### src/include/spisd_defs.svh
// register map, field positions, reset values and timing counts of the serial port
`ifndef SPISD_DEFS_SVH
`define SPISD_DEFS_SVH

// byte offsets of the three registers on the bus
`define SPISD_OFS_CTRL 4'h0
`define SPISD_OFS_STAT 4'h4
`define SPISD_OFS_DATA 4'h8

// control register layout and reset value
`define SPISD_CTRL_RST 8'h04
`define SPISD_B_IRQEN 7
`define SPISD_B_PEN 6
`define SPISD_B_MASTER_SELECT_BIT 4
`define SPISD_B_CPOL 3
`define SPISD_B_CLOCK_PHASE_BIT 2
`define SPISD_B_RATE_HI 1
`define SPISD_B_RATE_LO 0

// status register layout
`define SPISD_B_TRANSFER_DONE_FLAG 7
`define SPISD_B_WRITE_COLLISION_FLAG 6
`define SPISD_B_MODE_FAULT_FLAG 4

// half periods of the master serial clock, in core clock cycles
`define SPISD_HALF_DIV2 5'h01
`define SPISD_HALF_DIV4 5'h02
`define SPISD_HALF_DIV16 5'h08
`define SPISD_HALF_DIV32 5'h10

// index of the last serial clock edge and of the last sample in one byte
`define SPISD_LAST_EDGE 5'h0f
`define SPISD_LAST_BIT 3'h7

`endif

### src/include/spisd_pkg.sv
// types shared by the serial port design
package spisd_pkg;

    // master shift sequencer states
    typedef enum logic [0:0] {
        SPISD_IDLE = 1'b0,
        SPISD_SHIFT = 1'b1
    } spisd_state_e;

    // one serial byte
    typedef logic [7:0] spisd_byte_t;

    // clock rate select field
    typedef logic [1:0] spisd_rate_t;

endpackage : spisd_pkg

### src/hdl/spisd_core.sv
// byte-wide serial port: status flags, data path, master sequencer and bus slave
`timescale 1ns/1ps
`default_nettype none
`include "spisd_defs.svh"

module spisd_core #(
    parameter int ADDR_W = 4
) (
    // clock, reset, enable
    input wire logic core_clk,
    input wire logic reset,
    input wire logic clk_en,
    // wishbone classic slave
    input wire logic wb_cyc,
    input wire logic wb_stb,
    input wire logic wb_we,
    input wire logic [ADDR_W-1:0] wb_adr,
    input wire logic [3:0] wb_sel,
    input wire logic [31:0] wb_dat_w,
    output logic [31:0] wb_dat_r,
    output logic wb_ack,
    // serial clock pin
    input wire logic sck_in,
    output logic sck_out,
    output logic sck_oe,
    // master-out data pin
    input wire logic mosi_in,
    output logic mosi_out,
    output logic mosi_oe,
    // master-in data pin
    input wire logic miso_in,
    output logic miso_out,
    output logic miso_oe,
    // slave select, active low
    input wire logic ss_n,
    // interrupt request
    output logic irq
);

    // offsets need four address bits
    if (ADDR_W < 4) begin : g_chk
        $error("spisd_core: ADDR_W must be at least 4");
    end

    // synchronised pins
    logic [3:0] pins_s;
    spisd_sync #(.WIDTH(4)) u_sync (
        .core_clk(core_clk),
        .reset(reset),
        .clk_en(clk_en),
        .din({ss_n, miso_in, mosi_in, sck_in}),
        .dout(pins_s)
    );
    wire sck_s = pins_s[0];
    wire mosi_s = pins_s[1];
    wire miso_s = pins_s[2];
    wire ss_n_s = pins_s[3];

    // state
    logic [7:0] ctrl; // control register
    logic transfer_done_flag, write_collision_flag, mode_fault_flag; // status flags
    logic transfer_done_flag_armed, write_collision_flag_armed, mode_fault_flag_armed; // first half of clear sequences seen
    logic write_lock; // data writes blocked after a transfer
    spisd_pkg::spisd_byte_t sr; // shift register
    spisd_pkg::spisd_byte_t rx_buf; // receive buffer
    logic out_bit; // bit on the data output pin
    spisd_pkg::spisd_state_e mst_state; // master sequencer
    logic [4:0] half_cnt; // cycles left in this half period
    logic [4:0] edge_cnt; // serial clock edges so far
    logic sck_level; // master serial clock level
    logic sck_prev; // last synchronised serial clock
    logic slv_active; // slave transfer in progress
    logic [2:0] bit_cnt; // slave samples so far

    // control fields
    wire irq_enable_bit = ctrl[`SPISD_B_IRQEN];
    wire pen = ctrl[`SPISD_B_PEN];
    wire master_select_bit = ctrl[`SPISD_B_MASTER_SELECT_BIT];
    wire cpol = ctrl[`SPISD_B_CPOL];
    wire clock_phase_bit = ctrl[`SPISD_B_CLOCK_PHASE_BIT];
    wire [1:0] rate = ctrl[`SPISD_B_RATE_HI:`SPISD_B_RATE_LO];

    // bus decode; one access per request, ack blocks a repeat
    wire acc = clk_en & wb_cyc & wb_stb & ~wb_ack;
    wire hit_c = (wb_adr == ADDR_W'(`SPISD_OFS_CTRL));
    wire hit_s = (wb_adr == ADDR_W'(`SPISD_OFS_STAT));
    wire hit_d = (wb_adr == ADDR_W'(`SPISD_OFS_DATA));
    wire wr_lane0 = wb_we & wb_sel[0];
    wire wr_ctrl = acc & hit_c & wr_lane0;
    wire rd_stat = acc & hit_s & ~wb_we;
    wire acc_data = acc & hit_d;
    wire wr_data = acc_data & wr_lane0;

    // transfer in progress, either role
    wire busy = (mst_state == spisd_pkg::SPISD_SHIFT) | slv_active;
    // write while busy collides and is dropped
    wire col_wr = wr_data & busy;
    // accepted write goes straight into the shift register
    wire load_ok = wr_data & ~busy & ~write_lock;
    // master sees its select pulled low
    wire mode_fault_flag_hit = clk_en & pen & master_select_bit & ~ss_n_s;
    // only an enabled master launches an exchange
    wire start = load_ok & pen & master_select_bit & ~mode_fault_flag_hit;

    // master half period from the rate field
    wire [4:0] half_load = (rate == 2'h0) ? `SPISD_HALF_DIV2 :
                           (rate == 2'h1) ? `SPISD_HALF_DIV4 :
                           (rate == 2'h2) ? `SPISD_HALF_DIV16 : `SPISD_HALF_DIV32;

    // master clock edges: even count is leading, odd trailing
    wire m_tick = clk_en & (mst_state == spisd_pkg::SPISD_SHIFT) & (half_cnt == 5'h00)
                  & ~mode_fault_flag_hit;
    wire m_lead = m_tick & ~edge_cnt[0];
    wire m_trail = m_tick & edge_cnt[0];
    wire m_done = m_tick & (edge_cnt == `SPISD_LAST_EDGE);

    // slave edges from the synchronised pin clock
    wire slave_sel = pen & ~master_select_bit & ~ss_n_s;
    wire sck_rise = sck_s & ~sck_prev;
    wire sck_fall = ~sck_s & sck_prev;
    wire s_lead = clk_en & slave_sel & (cpol ? sck_fall : sck_rise);
    wire s_trail = clk_en & slave_sel & (cpol ? sck_rise : sck_fall);

    // phase picks which edge samples and which drives
    wire e_lead = m_lead | s_lead;
    wire e_trail = m_trail | s_trail;
    wire sample_e = clock_phase_bit ? e_trail : e_lead;
    wire drive_e = clock_phase_bit ? e_lead : e_trail;
    wire s_done = sample_e & slv_active & ~master_select_bit & (bit_cnt == `SPISD_LAST_BIT);
    wire done = m_done | s_done;

    // incoming bit and shifted value
    wire in_bit = master_select_bit ? miso_s : mosi_s;
    wire [7:0] next_sr = {sr[6:0], in_bit};
    // byte as it stands once the last sample is in
    wire [7:0] rx_val = sample_e ? next_sr : sr;

    // status byte, unused bits zero
    wire [7:0] stat_val = (8'(transfer_done_flag) << `SPISD_B_TRANSFER_DONE_FLAG) | (8'(write_collision_flag) << `SPISD_B_WRITE_COLLISION_FLAG)
                        | (8'(mode_fault_flag) << `SPISD_B_MODE_FAULT_FLAG);
    wire [7:0] rd_val = hit_c ? ctrl : hit_s ? stat_val : hit_d ? rx_buf : 8'h00;

    // bus answer: ack one cycle after the request, unmapped reads zero
    always_ff @(posedge core_clk or posedge reset) begin
        if (reset) begin
            wb_ack <= 1'b0;
            wb_dat_r <= 32'h0000_0000;
        end else if (clk_en) begin
            wb_ack <= acc;
            if (acc & ~wb_we) begin
                wb_dat_r <= {24'h00_0000, rd_val};
            end
        end
    end

    // control register; mode fault beats a same-cycle write
    always_ff @(posedge core_clk or posedge reset) begin
        if (reset) begin
            ctrl <= `SPISD_CTRL_RST;
        end else begin
            if (wr_ctrl) begin
                ctrl <= wb_dat_w[7:0];
            end
            if (mode_fault_flag_hit) begin
                ctrl[`SPISD_B_PEN] <= 1'b0;
                ctrl[`SPISD_B_MASTER_SELECT_BIT] <= 1'b0;
            end
        end
    end

    // transfer done flag and its clear sequence; set wins over clear
    always_ff @(posedge core_clk or posedge reset) begin
        if (reset) begin
            transfer_done_flag <= 1'b0;
            transfer_done_flag_armed <= 1'b0;
            write_lock <= 1'b0;
        end else if (clk_en) begin
            if (done) begin
                transfer_done_flag <= 1'b1;
            end else if (acc_data & transfer_done_flag_armed) begin
                transfer_done_flag <= 1'b0;
            end
            if (acc_data & transfer_done_flag_armed) begin
                transfer_done_flag_armed <= 1'b0;
            end else if (rd_stat & transfer_done_flag) begin
                transfer_done_flag_armed <= 1'b1;
            end
            if (done) begin
                write_lock <= 1'b1;
            end else if (rd_stat & transfer_done_flag) begin
                write_lock <= 1'b0;
            end
        end
    end

    // write collision flag and its clear sequence
    always_ff @(posedge core_clk or posedge reset) begin
        if (reset) begin
            write_collision_flag <= 1'b0;
            write_collision_flag_armed <= 1'b0;
        end else if (clk_en) begin
            if (col_wr) begin
                write_collision_flag <= 1'b1;
            end else if (acc_data & write_collision_flag_armed) begin
                write_collision_flag <= 1'b0;
            end
            if (acc_data & write_collision_flag_armed) begin
                write_collision_flag_armed <= 1'b0;
            end else if (rd_stat & write_collision_flag) begin
                write_collision_flag_armed <= 1'b1;
            end
        end
    end

    // mode fault flag; cleared by a control write after an armed read
    always_ff @(posedge core_clk or posedge reset) begin
        if (reset) begin
            mode_fault_flag <= 1'b0;
            mode_fault_flag_armed <= 1'b0;
        end else if (clk_en) begin
            if (mode_fault_flag_hit) begin
                mode_fault_flag <= 1'b1;
            end else if (wr_ctrl & mode_fault_flag_armed) begin
                mode_fault_flag <= 1'b0;
            end
            if (wr_ctrl & mode_fault_flag_armed) begin
                mode_fault_flag_armed <= 1'b0;
            end else if (rd_stat & mode_fault_flag) begin
                mode_fault_flag_armed <= 1'b1;
            end
        end
    end

    // shift register and receive buffer; an overrun byte never reaches the buffer
    always_ff @(posedge core_clk or posedge reset) begin
        if (reset) begin
            sr <= 8'h00;
            rx_buf <= 8'h00;
        end else if (clk_en) begin
            if (load_ok) begin
                sr <= wb_dat_w[7:0];
            end else if (sample_e) begin
                sr <= next_sr;
            end
            if (done & ~transfer_done_flag) begin
                rx_buf <= rx_val;
            end
        end
    end

    // output bit: loaded with the msb, then advanced on driving edges
    always_ff @(posedge core_clk or posedge reset) begin
        if (reset) begin
            out_bit <= 1'b0;
        end else if (clk_en) begin
            if (load_ok) begin
                out_bit <= wb_dat_w[7];
            end else if (drive_e | ~busy) begin
                out_bit <= sr[7];
            end
        end
    end

    // master sequencer: sixteen half periods per byte, abort on mode fault
    always_ff @(posedge core_clk or posedge reset) begin
        if (reset) begin
            mst_state <= spisd_pkg::SPISD_IDLE;
            half_cnt <= 5'h00;
            edge_cnt <= 5'h00;
            sck_level <= 1'b0;
        end else if (clk_en) begin
            unique case (mst_state)
                spisd_pkg::SPISD_IDLE: begin
                    sck_level <= cpol; // idle level follows polarity
                    if (start) begin
                        mst_state <= spisd_pkg::SPISD_SHIFT;
                        half_cnt <= half_load - 5'h01;
                        edge_cnt <= 5'h00;
                    end
                end
                spisd_pkg::SPISD_SHIFT: begin
                    if (mode_fault_flag_hit) begin
                        mst_state <= spisd_pkg::SPISD_IDLE;
                        sck_level <= cpol;
                    end else if (half_cnt == 5'h00) begin
                        sck_level <= ~sck_level;
                        edge_cnt <= edge_cnt + 5'h01;
                        half_cnt <= half_load - 5'h01;
                        if (m_done) begin
                            mst_state <= spisd_pkg::SPISD_IDLE;
                        end
                    end else begin
                        half_cnt <= half_cnt - 5'h01;
                    end
                end
            endcase
        end
    end

    // slave transfer window; phase 0 spans the whole select low time
    always_ff @(posedge core_clk or posedge reset) begin
        if (reset) begin
            slv_active <= 1'b0;
            bit_cnt <= 3'h0;
            sck_prev <= 1'b0;
        end else if (clk_en) begin
            sck_prev <= sck_s;
            if (~slave_sel) begin
                slv_active <= 1'b0;
                bit_cnt <= 3'h0;
            end else begin
                if (~clock_phase_bit) begin
                    slv_active <= 1'b1;
                end else if (s_lead & ~slv_active) begin
                    slv_active <= 1'b1;
                end else if (s_done) begin
                    slv_active <= 1'b0;
                end
                if (sample_e & slv_active) begin
                    bit_cnt <= bit_cnt + 3'h1; // wraps for back-to-back bytes
                end
            end
        end
    end

    // pin drivers and interrupt, all registered
    always_ff @(posedge core_clk or posedge reset) begin
        if (reset) begin
            sck_out <= 1'b0;
            sck_oe <= 1'b0;
            mosi_out <= 1'b0;
            mosi_oe <= 1'b0;
            miso_out <= 1'b0;
            miso_oe <= 1'b0;
            irq <= 1'b0;
        end else if (clk_en) begin
            sck_out <= sck_level;
            sck_oe <= pen & master_select_bit;
            mosi_out <= out_bit;
            mosi_oe <= pen & master_select_bit;
            miso_out <= out_bit;
            miso_oe <= slave_sel;
            irq <= irq_enable_bit & (transfer_done_flag | mode_fault_flag);
        end
    end

    // status read shows zero in unused bits
    status_zero_a: assert property (@(posedge core_clk) disable iff (reset)
        (rd_stat ##1 wb_ack) |-> (wb_dat_r[5] == 1'b0 && wb_dat_r[3:0] == 4'h0))
        else $error("unused status bits not zero");

    // finished byte raises the done flag
    done_sets_a: assert property (@(posedge core_clk) disable iff (reset)
        done |=> transfer_done_flag)
        else $error("done flag missing after transfer");

    // enabled done flag requests an interrupt
    done_irq_a: assert property (@(posedge core_clk) disable iff (reset)
        (clk_en && $rose(transfer_done_flag) && irq_enable_bit) |=> irq)
        else $error("no interrupt on done flag");

    // done flag survives a data access without a prior status read
    done_hold_a: assert property (@(posedge core_clk) disable iff (reset)
        (transfer_done_flag && !transfer_done_flag_armed && acc_data) |=> transfer_done_flag)
        else $error("done flag cleared without status read");

    // locked data write leaves the shift register alone
    write_lock_a: assert property (@(posedge core_clk) disable iff (reset)
        (wr_data && write_lock && !busy && !sample_e) |=> (sr == $past(sr)))
        else $error("locked data write was accepted");

    // colliding write flags and keeps the master running
    collision_a: assert property (@(posedge core_clk) disable iff (reset)
        (col_wr && mst_state == spisd_pkg::SPISD_SHIFT && !m_done && !mode_fault_flag_hit)
        |=> (write_collision_flag && mst_state == spisd_pkg::SPISD_SHIFT && edge_cnt >= $past(edge_cnt)))
        else $error("collision mishandled");

    // mode fault drops master and enable and sets the flag
    mode_fault_a: assert property (@(posedge core_clk) disable iff (reset)
        mode_fault_flag_hit |=> (mode_fault_flag && !pen && !master_select_bit ##1 !mosi_oe))
        else $error("mode fault effects missing");

    // mode fault survives a control write without a prior status read
    fault_hold_a: assert property (@(posedge core_clk) disable iff (reset)
        (mode_fault_flag && !mode_fault_flag_armed && wr_ctrl) |=> mode_fault_flag)
        else $error("mode fault cleared without status read");

    // overrun keeps the old receive byte
    overrun_a: assert property (@(posedge core_clk) disable iff (reset)
        (done && transfer_done_flag) |=> $stable(rx_buf))
        else $error("overrun byte overwrote buffer");

    // only an enabled master starts the sequencer
    master_start_a: assert property (@(posedge core_clk) disable iff (reset)
        (clk_en && mst_state == spisd_pkg::SPISD_IDLE && $past(mst_state) ==
         spisd_pkg::SPISD_IDLE ##1 mst_state == spisd_pkg::SPISD_SHIFT)
        |-> $past(wr_data && pen && master_select_bit))
        else $error("exchange started without master write");

endmodule : spisd_core

`default_nettype wire

### src/hdl/spisd_sync.sv
// two flip-flop synchroniser for the serial pins
`timescale 1ns/1ps
`default_nettype none

module spisd_sync #(
    parameter int WIDTH = 4
) (
    // clock, reset, enable
    input wire logic core_clk,
    input wire logic reset,
    input wire logic clk_en,
    // asynchronous levels in, synchronised levels out
    input wire logic [WIDTH-1:0] din,
    output logic [WIDTH-1:0] dout
);

    // refuse an empty synchroniser
    if (WIDTH < 1) begin : g_chk
        $error("spisd_sync: WIDTH must be at least 1");
    end

    // one pair of flops per pin; first flop feeds only the second
    for (genvar i = 0; i < WIDTH; i++) begin : g_bit
        logic meta; // first stage, may go metastable
        always_ff @(posedge core_clk or posedge reset) begin
            if (reset) begin
                meta <= 1'b0;
                dout[i] <= 1'b0;
            end else if (clk_en) begin
                meta <= din[i];
                dout[i] <= meta;
            end
        end
    end

endmodule : spisd_sync

`default_nettype wire

### config.mk
export PLATFORM = sky130hd
export DESIGN_NAME = spisd_core
export DESIGN_NICKNAME = d
export VERILOG_FILES = /design/src/include/spisd_pkg.sv /design/src/hdl/spisd_core.sv /design/src/hdl/spisd_sync.sv
export VERILOG_INCLUDE_DIRS = /design/src /design/src/include
export SDC_FILE = /design/constraint.sdc
export NUM_CORES = 1
export LEC_CHECK = 0
export BUFFER_PORTS_ARGS = -buffer_cell sky130_fd_sc_hd__buf_2
export CAP_MARGIN = 40
export CORE_UTILIZATION = 45
export CTS_CLUSTER_SIZE = 25
export DETAILED_ROUTE_END_ITERATION = 10
export PLACE_DENSITY = 0.81
export SKIP_CTS_REPAIR_TIMING = 1
export SYNTH_ARGS = -nofsm -noshare
export SYNTH_HDL_FRONTEND = slang
export SYNTH_SLANG_ARGS = --single-unit
### constraint.sdc
create_clock -name core_clk -period 2.8 [get_ports core_clk]
set_input_delay 0.28 -clock core_clk [delete_from_list [all_inputs] [get_ports core_clk]]
set_output_delay 0.28 -clock core_clk [all_outputs]
set_load 0.01 [all_outputs]
; Word-level counts from Yosys, hierarchy flattened
; Index checks and enable logic that the tools add are counted.
[word_totals]
input_bits = 50
elab_cells = 199
output_inout_bits = 40
regBits = 71
[classes]
bitwise = 68
eq_ne = 12
n_addsub = 4
n_reduce_logical = 27
muxes = 54
[ops]
columns = cell, count
row1 = $and 1x1->1, 46
row2 = $mux 5, 9
row3 = $mux 8, 5
row4 = $mux 1, 33
row5 = $reduce_and 2->1, 13
row6 = $pmux 5 s2, 2
row7 = $reduce_bool 2->1, 9
row8 = $not 1->1, 14
row9 = $sub 5x1->5 const B, 2
row10 = $or 8x5->8, 1
row11 = $or 8x7->8, 1
row12 = $mux 7, 1
row13 = $mux 3, 2
row14 = $or 1x1->1, 6
row15 = $add 5x1->5 const B, 1
row16 = $eq 5x4->1 const B, 1
row17 = $logic_not 5->1, 1
row18 = $eq 4x3->1 const B, 1
row19 = $eq 4x4->1 const B, 1
row20 = $logic_not 4->1, 1
row21 = $ne 2x1->1 const B, 2
row22 = $ne 2x2->1 const B, 2
row23 = $ne 4x2->1 const B, 1
row24 = $pmux 1 s2, 2
row25 = 8 further kinds, 8

; Depth between registers and ports, before layout
[logic_depth]
word_depth = 15
ltp_mapped = 9
mapped_depth_nobuf = 8

; By module
; A second synthesis with hierarchy kept.
[hier_totals]
hier_cells = 341
area_unflattened_um2 = 3714.8
[by_module_without_submodules]
columns = mod, instances, seq_area_each_um2, cells_per_inst, area_each_um2
row1 = spisd_core, 1, 1577.8, 323, 3379.5
row2 = spisd_sync, 1, 200.2, 18, 335.3

; Least setup slack after synthesis
; Ideal clock, no wire load.
[synth_path]
path_kind = register to register
from = register half_cnt[0]
to = register sr[0]
synth_period_minus_slack_ns = 2.521
required_time_ns = 2.675
t_arrival_ns = 2.396
path_slack_ns = 0.279
stages_incl_launch_ff = 10
n_path_buf = 1
cell_sequence = dfrtp_1 > inv_1 > ha_1 > or4b_4 > nor4_4 > a211oi_2 > or2_1 > buf_6 > mux2_4 > mux2_2
[synth_via]
elab_chain_len = 8
elab_cells_between_ends = 10
[synth_rtl]
columns = element, line_no
row1 = from (decl), spisd_core.sv:68  ; logic [4:0] half_cnt;
row2 = from (signal assigned), spisd_core.sv:277  ; half_cnt <= half_load - 5'h01;
row3 = from (signal assigned), spisd_core.sv:288  ; half_cnt <= half_load - 5'h01;
row4 = from (signal assigned), spisd_core.sv:293  ; half_cnt <= half_cnt - 5'h01;
row5 = $logic_not 5->1 *, spisd_core.sv:111  ; wire m_tick = clk_en & (mst_state == spisd_pkg::SPISD_SHIFT) & (half_cnt == 5'h00)
row6 = $and 1x1->1 *, spisd_core.sv:111
row7 = $and 1x1->1 *, spisd_core.sv:112  ; & ~mode_fault_flag_hit;
row8 = $and 1x1->1 (on tied branches), "spisd_core.sv:113, spisd_core.sv:114"
row9 = $or 1x1->1 (on tied branches), "spisd_core.sv:125, spisd_core.sv:126"
row10 = $mux 1 *, spisd_core.sv:127  ; wire sample_e = clock_phase_bit ? e_trail : e_lead;
row11 = $mux 8 * (2 in series), --
row12 = to (signal assigned), spisd_core.sv:241  ; sr <= wb_dat_w[7:0];
row13 = to (signal assigned), spisd_core.sv:243  ; sr <= next_sr;
row14 = to (decl), spisd_core.sv:64  ; spisd_pkg::spisd_byte_t sr;
; Every way passes the cells marked *; elsewhere a longest branch is shown, timed or not.
; A chain may end at the register's enable or synchronous reset.

; Final worst setup path
; Same ends and word-level chain as after synthesis.

==> reports/results.tsv <==
stage	metric	value	unit
cts	worst-case clock buffer depth	2	
floorplanning	# rows	32	
drt	met3 routed WL	386	um
floorplanning	Die H	92.0	um
power	Final Total Pwr	2.40	mW
final_layout	Layout Nets	445	
drt	Starting DRT DRC Count	154	
grt	first-pass GRT wire length	12.5	mm
setup_path	slowest stage delay, CP	0.51	ns
synth	Warnings, synthesis	0	
run_status	outcome	finished, violations left	
drt	Detailed Routing Iterations Pass 1	4	
power	VDD IR-drop max	266	uV
synth	Synth area leader	dfrtp_1	
drt	metal2 WL	3.54	mm
synth	sequential share of the synthesized area	0.488	
drt	max layer used	met4	
placed_design	DP HPWL	5.34	mm
setup_path	CP max FO	6	
timing	Final Cycle Share	0.936	
grt	remaining global-route overflow	0	
run	max cap viols	0	
floorplanning	IO Pins	90	
power	LEAKAGE	2.09	nW
power	pwr/cell area	578	nW/um^2
cts	TritonCTS clock tree	yes	
timing	f_max	381	MHz
timing	RSZ-0062 raised after global routing	no	
final_layout	Area Overhead vs Synth	13.7	%
setup_path	WP data arrival	2.86	ns
cts	H-tree Lvls	3	
synth	Netlist cell types	56	
setup_path	cell family with most CP delay	simple AND/OR/NAND/NOR gates	
floorplanning	Core Region	7770	sq um
timing	Slew @ Worst Pin	0.521	ns
final_layout	share of cells above drive strength 1	0.302	
run_status	failing checks	negative hold slack	
cts	CTS Buf Count	9	
synth	Post-synth EDFFs	0	
synth	Cell Area, Synth	3640	sq um
timing	Slew Viols, Final	0	
synth	syn_area_per_cell	10.8	sq um
cts	insertion delay to the later sink of the worst-skew pair	0.35	ns
timing	final setup fails	0	
synth	Synth top area share	0.481	
placed_design	gpl congestion	0.860	
timing	headroom to the max-slew limit	0.648	
setup_path	critical path's slowest cell	or4b_4	
synth	main area contributors after synthesis	dfrtp_1 (48%), mux2_2 (9.0%), buf_4 (5.6%)	
synth	FF+latch count, synth	71	
setup_path	crit path launch type	register	
grt	vias in the first global route	2552	
timing	hold_ws	-0.0168	ns
drt	Final ANT Viol Nets	0	
grt	largest net degree at the start of global routing	72	
floorplanning	Starting Density	0.469	
drt	Post-route DRC	0	
synth	asr flop ratio synth	1.00	
cts	clock-pin slew on the worst setup and hold paths	0.08	ns
cts	Clock Sinks	71	
timing	Worst Skew	0.00981	ns
drt	drt total wl	7.44	mm
drt	met1 WL	3.40	mm
setup_path	critical path required time	3.04	ns
setup_path	Worst setup EP type	register	
timing	Final Hold Violating Endpoints	14	
timing	setup TNS	0	ns
synth	Synth Flop Type	dfrtp_1	
grt	Tot GR Track Use	0.192	
grt	initial antenna violation count	0	
setup_path	Cell Chain, Critical Path	inv_1 -> ha_1 -> or4b_4 -> nor4_2 -> nor3_1 -> or2_4 -> mux2_4 -> mux2_2	
timing	Tmin final	2.62	ns
floorplanning	DIE AREA	8460	sq um
synth	most common cell in the synthesized netlist	dfrtp_1	
setup_path	CP Buf/Inv Count	1	
drt	via count	2677	
final_layout	Layout fillers	679	
floorplanning	Die Wd	92.0	um
drt	Wirelength per Cell	15.0	um
setup_path	WS Path Type	register to register	
final_layout	Multi-input gate area	1620	sq um
synth	Gate Count Post-Synth	338	
min_path	worst hold path class	input pin to async pin	
cts	Root Driver	clkbuf_8	
synth	synth cell count leaders	dfrtp_1 (70), mux2_2 (29), buf_4 (27)	
final_layout	FF+latch area	1780	sq um
drt	via/cell ratio	5.40	
final_layout	ant diodes	0	
placed_design	Port Buf Inserts	38	
flip-flops by register name, summed over array words and instances (netlist names), 3 cells and up:
register,cells
ctrl,8
u_sync.dout,4
edge_cnt,5
half_cnt,5
rx_buf,8
wb_dat_r,8
sr,8
bit_cnt,3
u_sync.g_bit.meta,4
cell families (layout without fill, tap and decap cells):
logic type,after synthesis,after routing,synth area share
AND/OR/NAND/NOR,85,85,0.133
multiplexers,44,44,0.136
other,1,24,0.00103
flip-flops,71,71,0.488
XOR/XNOR,3,3,0.00721
AO/OA/AOI/OAI,69,69,0.122
buffers and inverters,59,92,0.0917
adder cells (fa/ha/maj),6,6,0.0206
worst register-to-register path: stages, from the launching register on:
cell	delay (ns)
dfrtp_1	0.40
inv_1	0.09
ha_1	0.13
or4b_4	0.51
nor4_2	0.33
nor3_1	0.14
or2_4	0.30
mux2_4	0.33
mux2_2	0.27
layout by cell type (no fill, tap or decap), drive strengths merged, types with 5 or more instances in the layout:
master  count
mux2       33
nor4        5
mux2i      11
dfrtp      70
clkbuf     10
nor2       25
a21oi      18
ha          6
buf        58
nand2      16
o21ai      20
conb       24
nor3        6
nand2b      6
inv        19
a22oi       6
report_power, final:
part / leakage [nW] / switching [mW] / internal (mW)
sequential: 0.915 / 0.0701 / 1.13
combinational: 1.07 / 0.184 / 0.182
clock: 0.101 / 0.414 / 0.418
total: 2.09 / 0.668 / 1.73
path summary, 6_finish.rpt:
path	cells after the start	slack, ns	endpoint	startpoint
max in group asynchronous	3	2.48	ctrl[2]$_DFFE_PP1P_	reset
min in group core_clk	2	0.15	u_sync.g_bit[1].meta$_DFFE_PP0P_	mosi_in
worst max register to register	8	0.18	sr[0]$_DFFE_PP0P_	half_cnt[0]$_DFFE_PP0P_
worst max-delay path	8	0.18	sr[0]$_DFFE_PP0P_	half_cnt[0]$_DFFE_PP0P_
worst min register to register	1	0.48	write_lock$_DFFE_PP0P_	write_lock$_DFFE_PP0P_
worst min-delay path	3	-0.02	half_cnt[4]$_DFFE_PP0P_	reset
layer usage:
layer  GRT usage  vias up
li1            -     1253
met5           0        -
met3      0.0448        8
met1       0.255     1322
met4      0.0703        0
met2       0.305       94
metrics by stage:
step / setup slack [ns] / util / hold WS (ns) / cells / area (sq um)
final: 0.178 / 0.534 / -0.0168 / 496 / 4150
after global routing: 0.0483 / 0.534 / 0.0142 / 496 / 4150
after CTS: 0.103 / 0.532 / 0.00115 / 495 / 4140
after detailed placement: 0.118 / 0.507 / 0.394 / 479 / 3940
after global placement: 0.160 / 0.507 / 0.392 / 479 / 3940
after floorplan: 0.279 / - / 0.389 / 361 / 3730
final cells by class:
cell class / instances / area share
Clock buffer: 10 / 0.0308
Clock inverter: 6 / 0.0169
Inverter: 18 / 0.0163
Multi-Input combinational cell: 231 / 0.391
Sequential cell: 71 / 0.429
Tap cell: 102 / 0.0308
Timing Repair Buffer: 58 / 0.0851
Power figures use the tool's default switching activity.
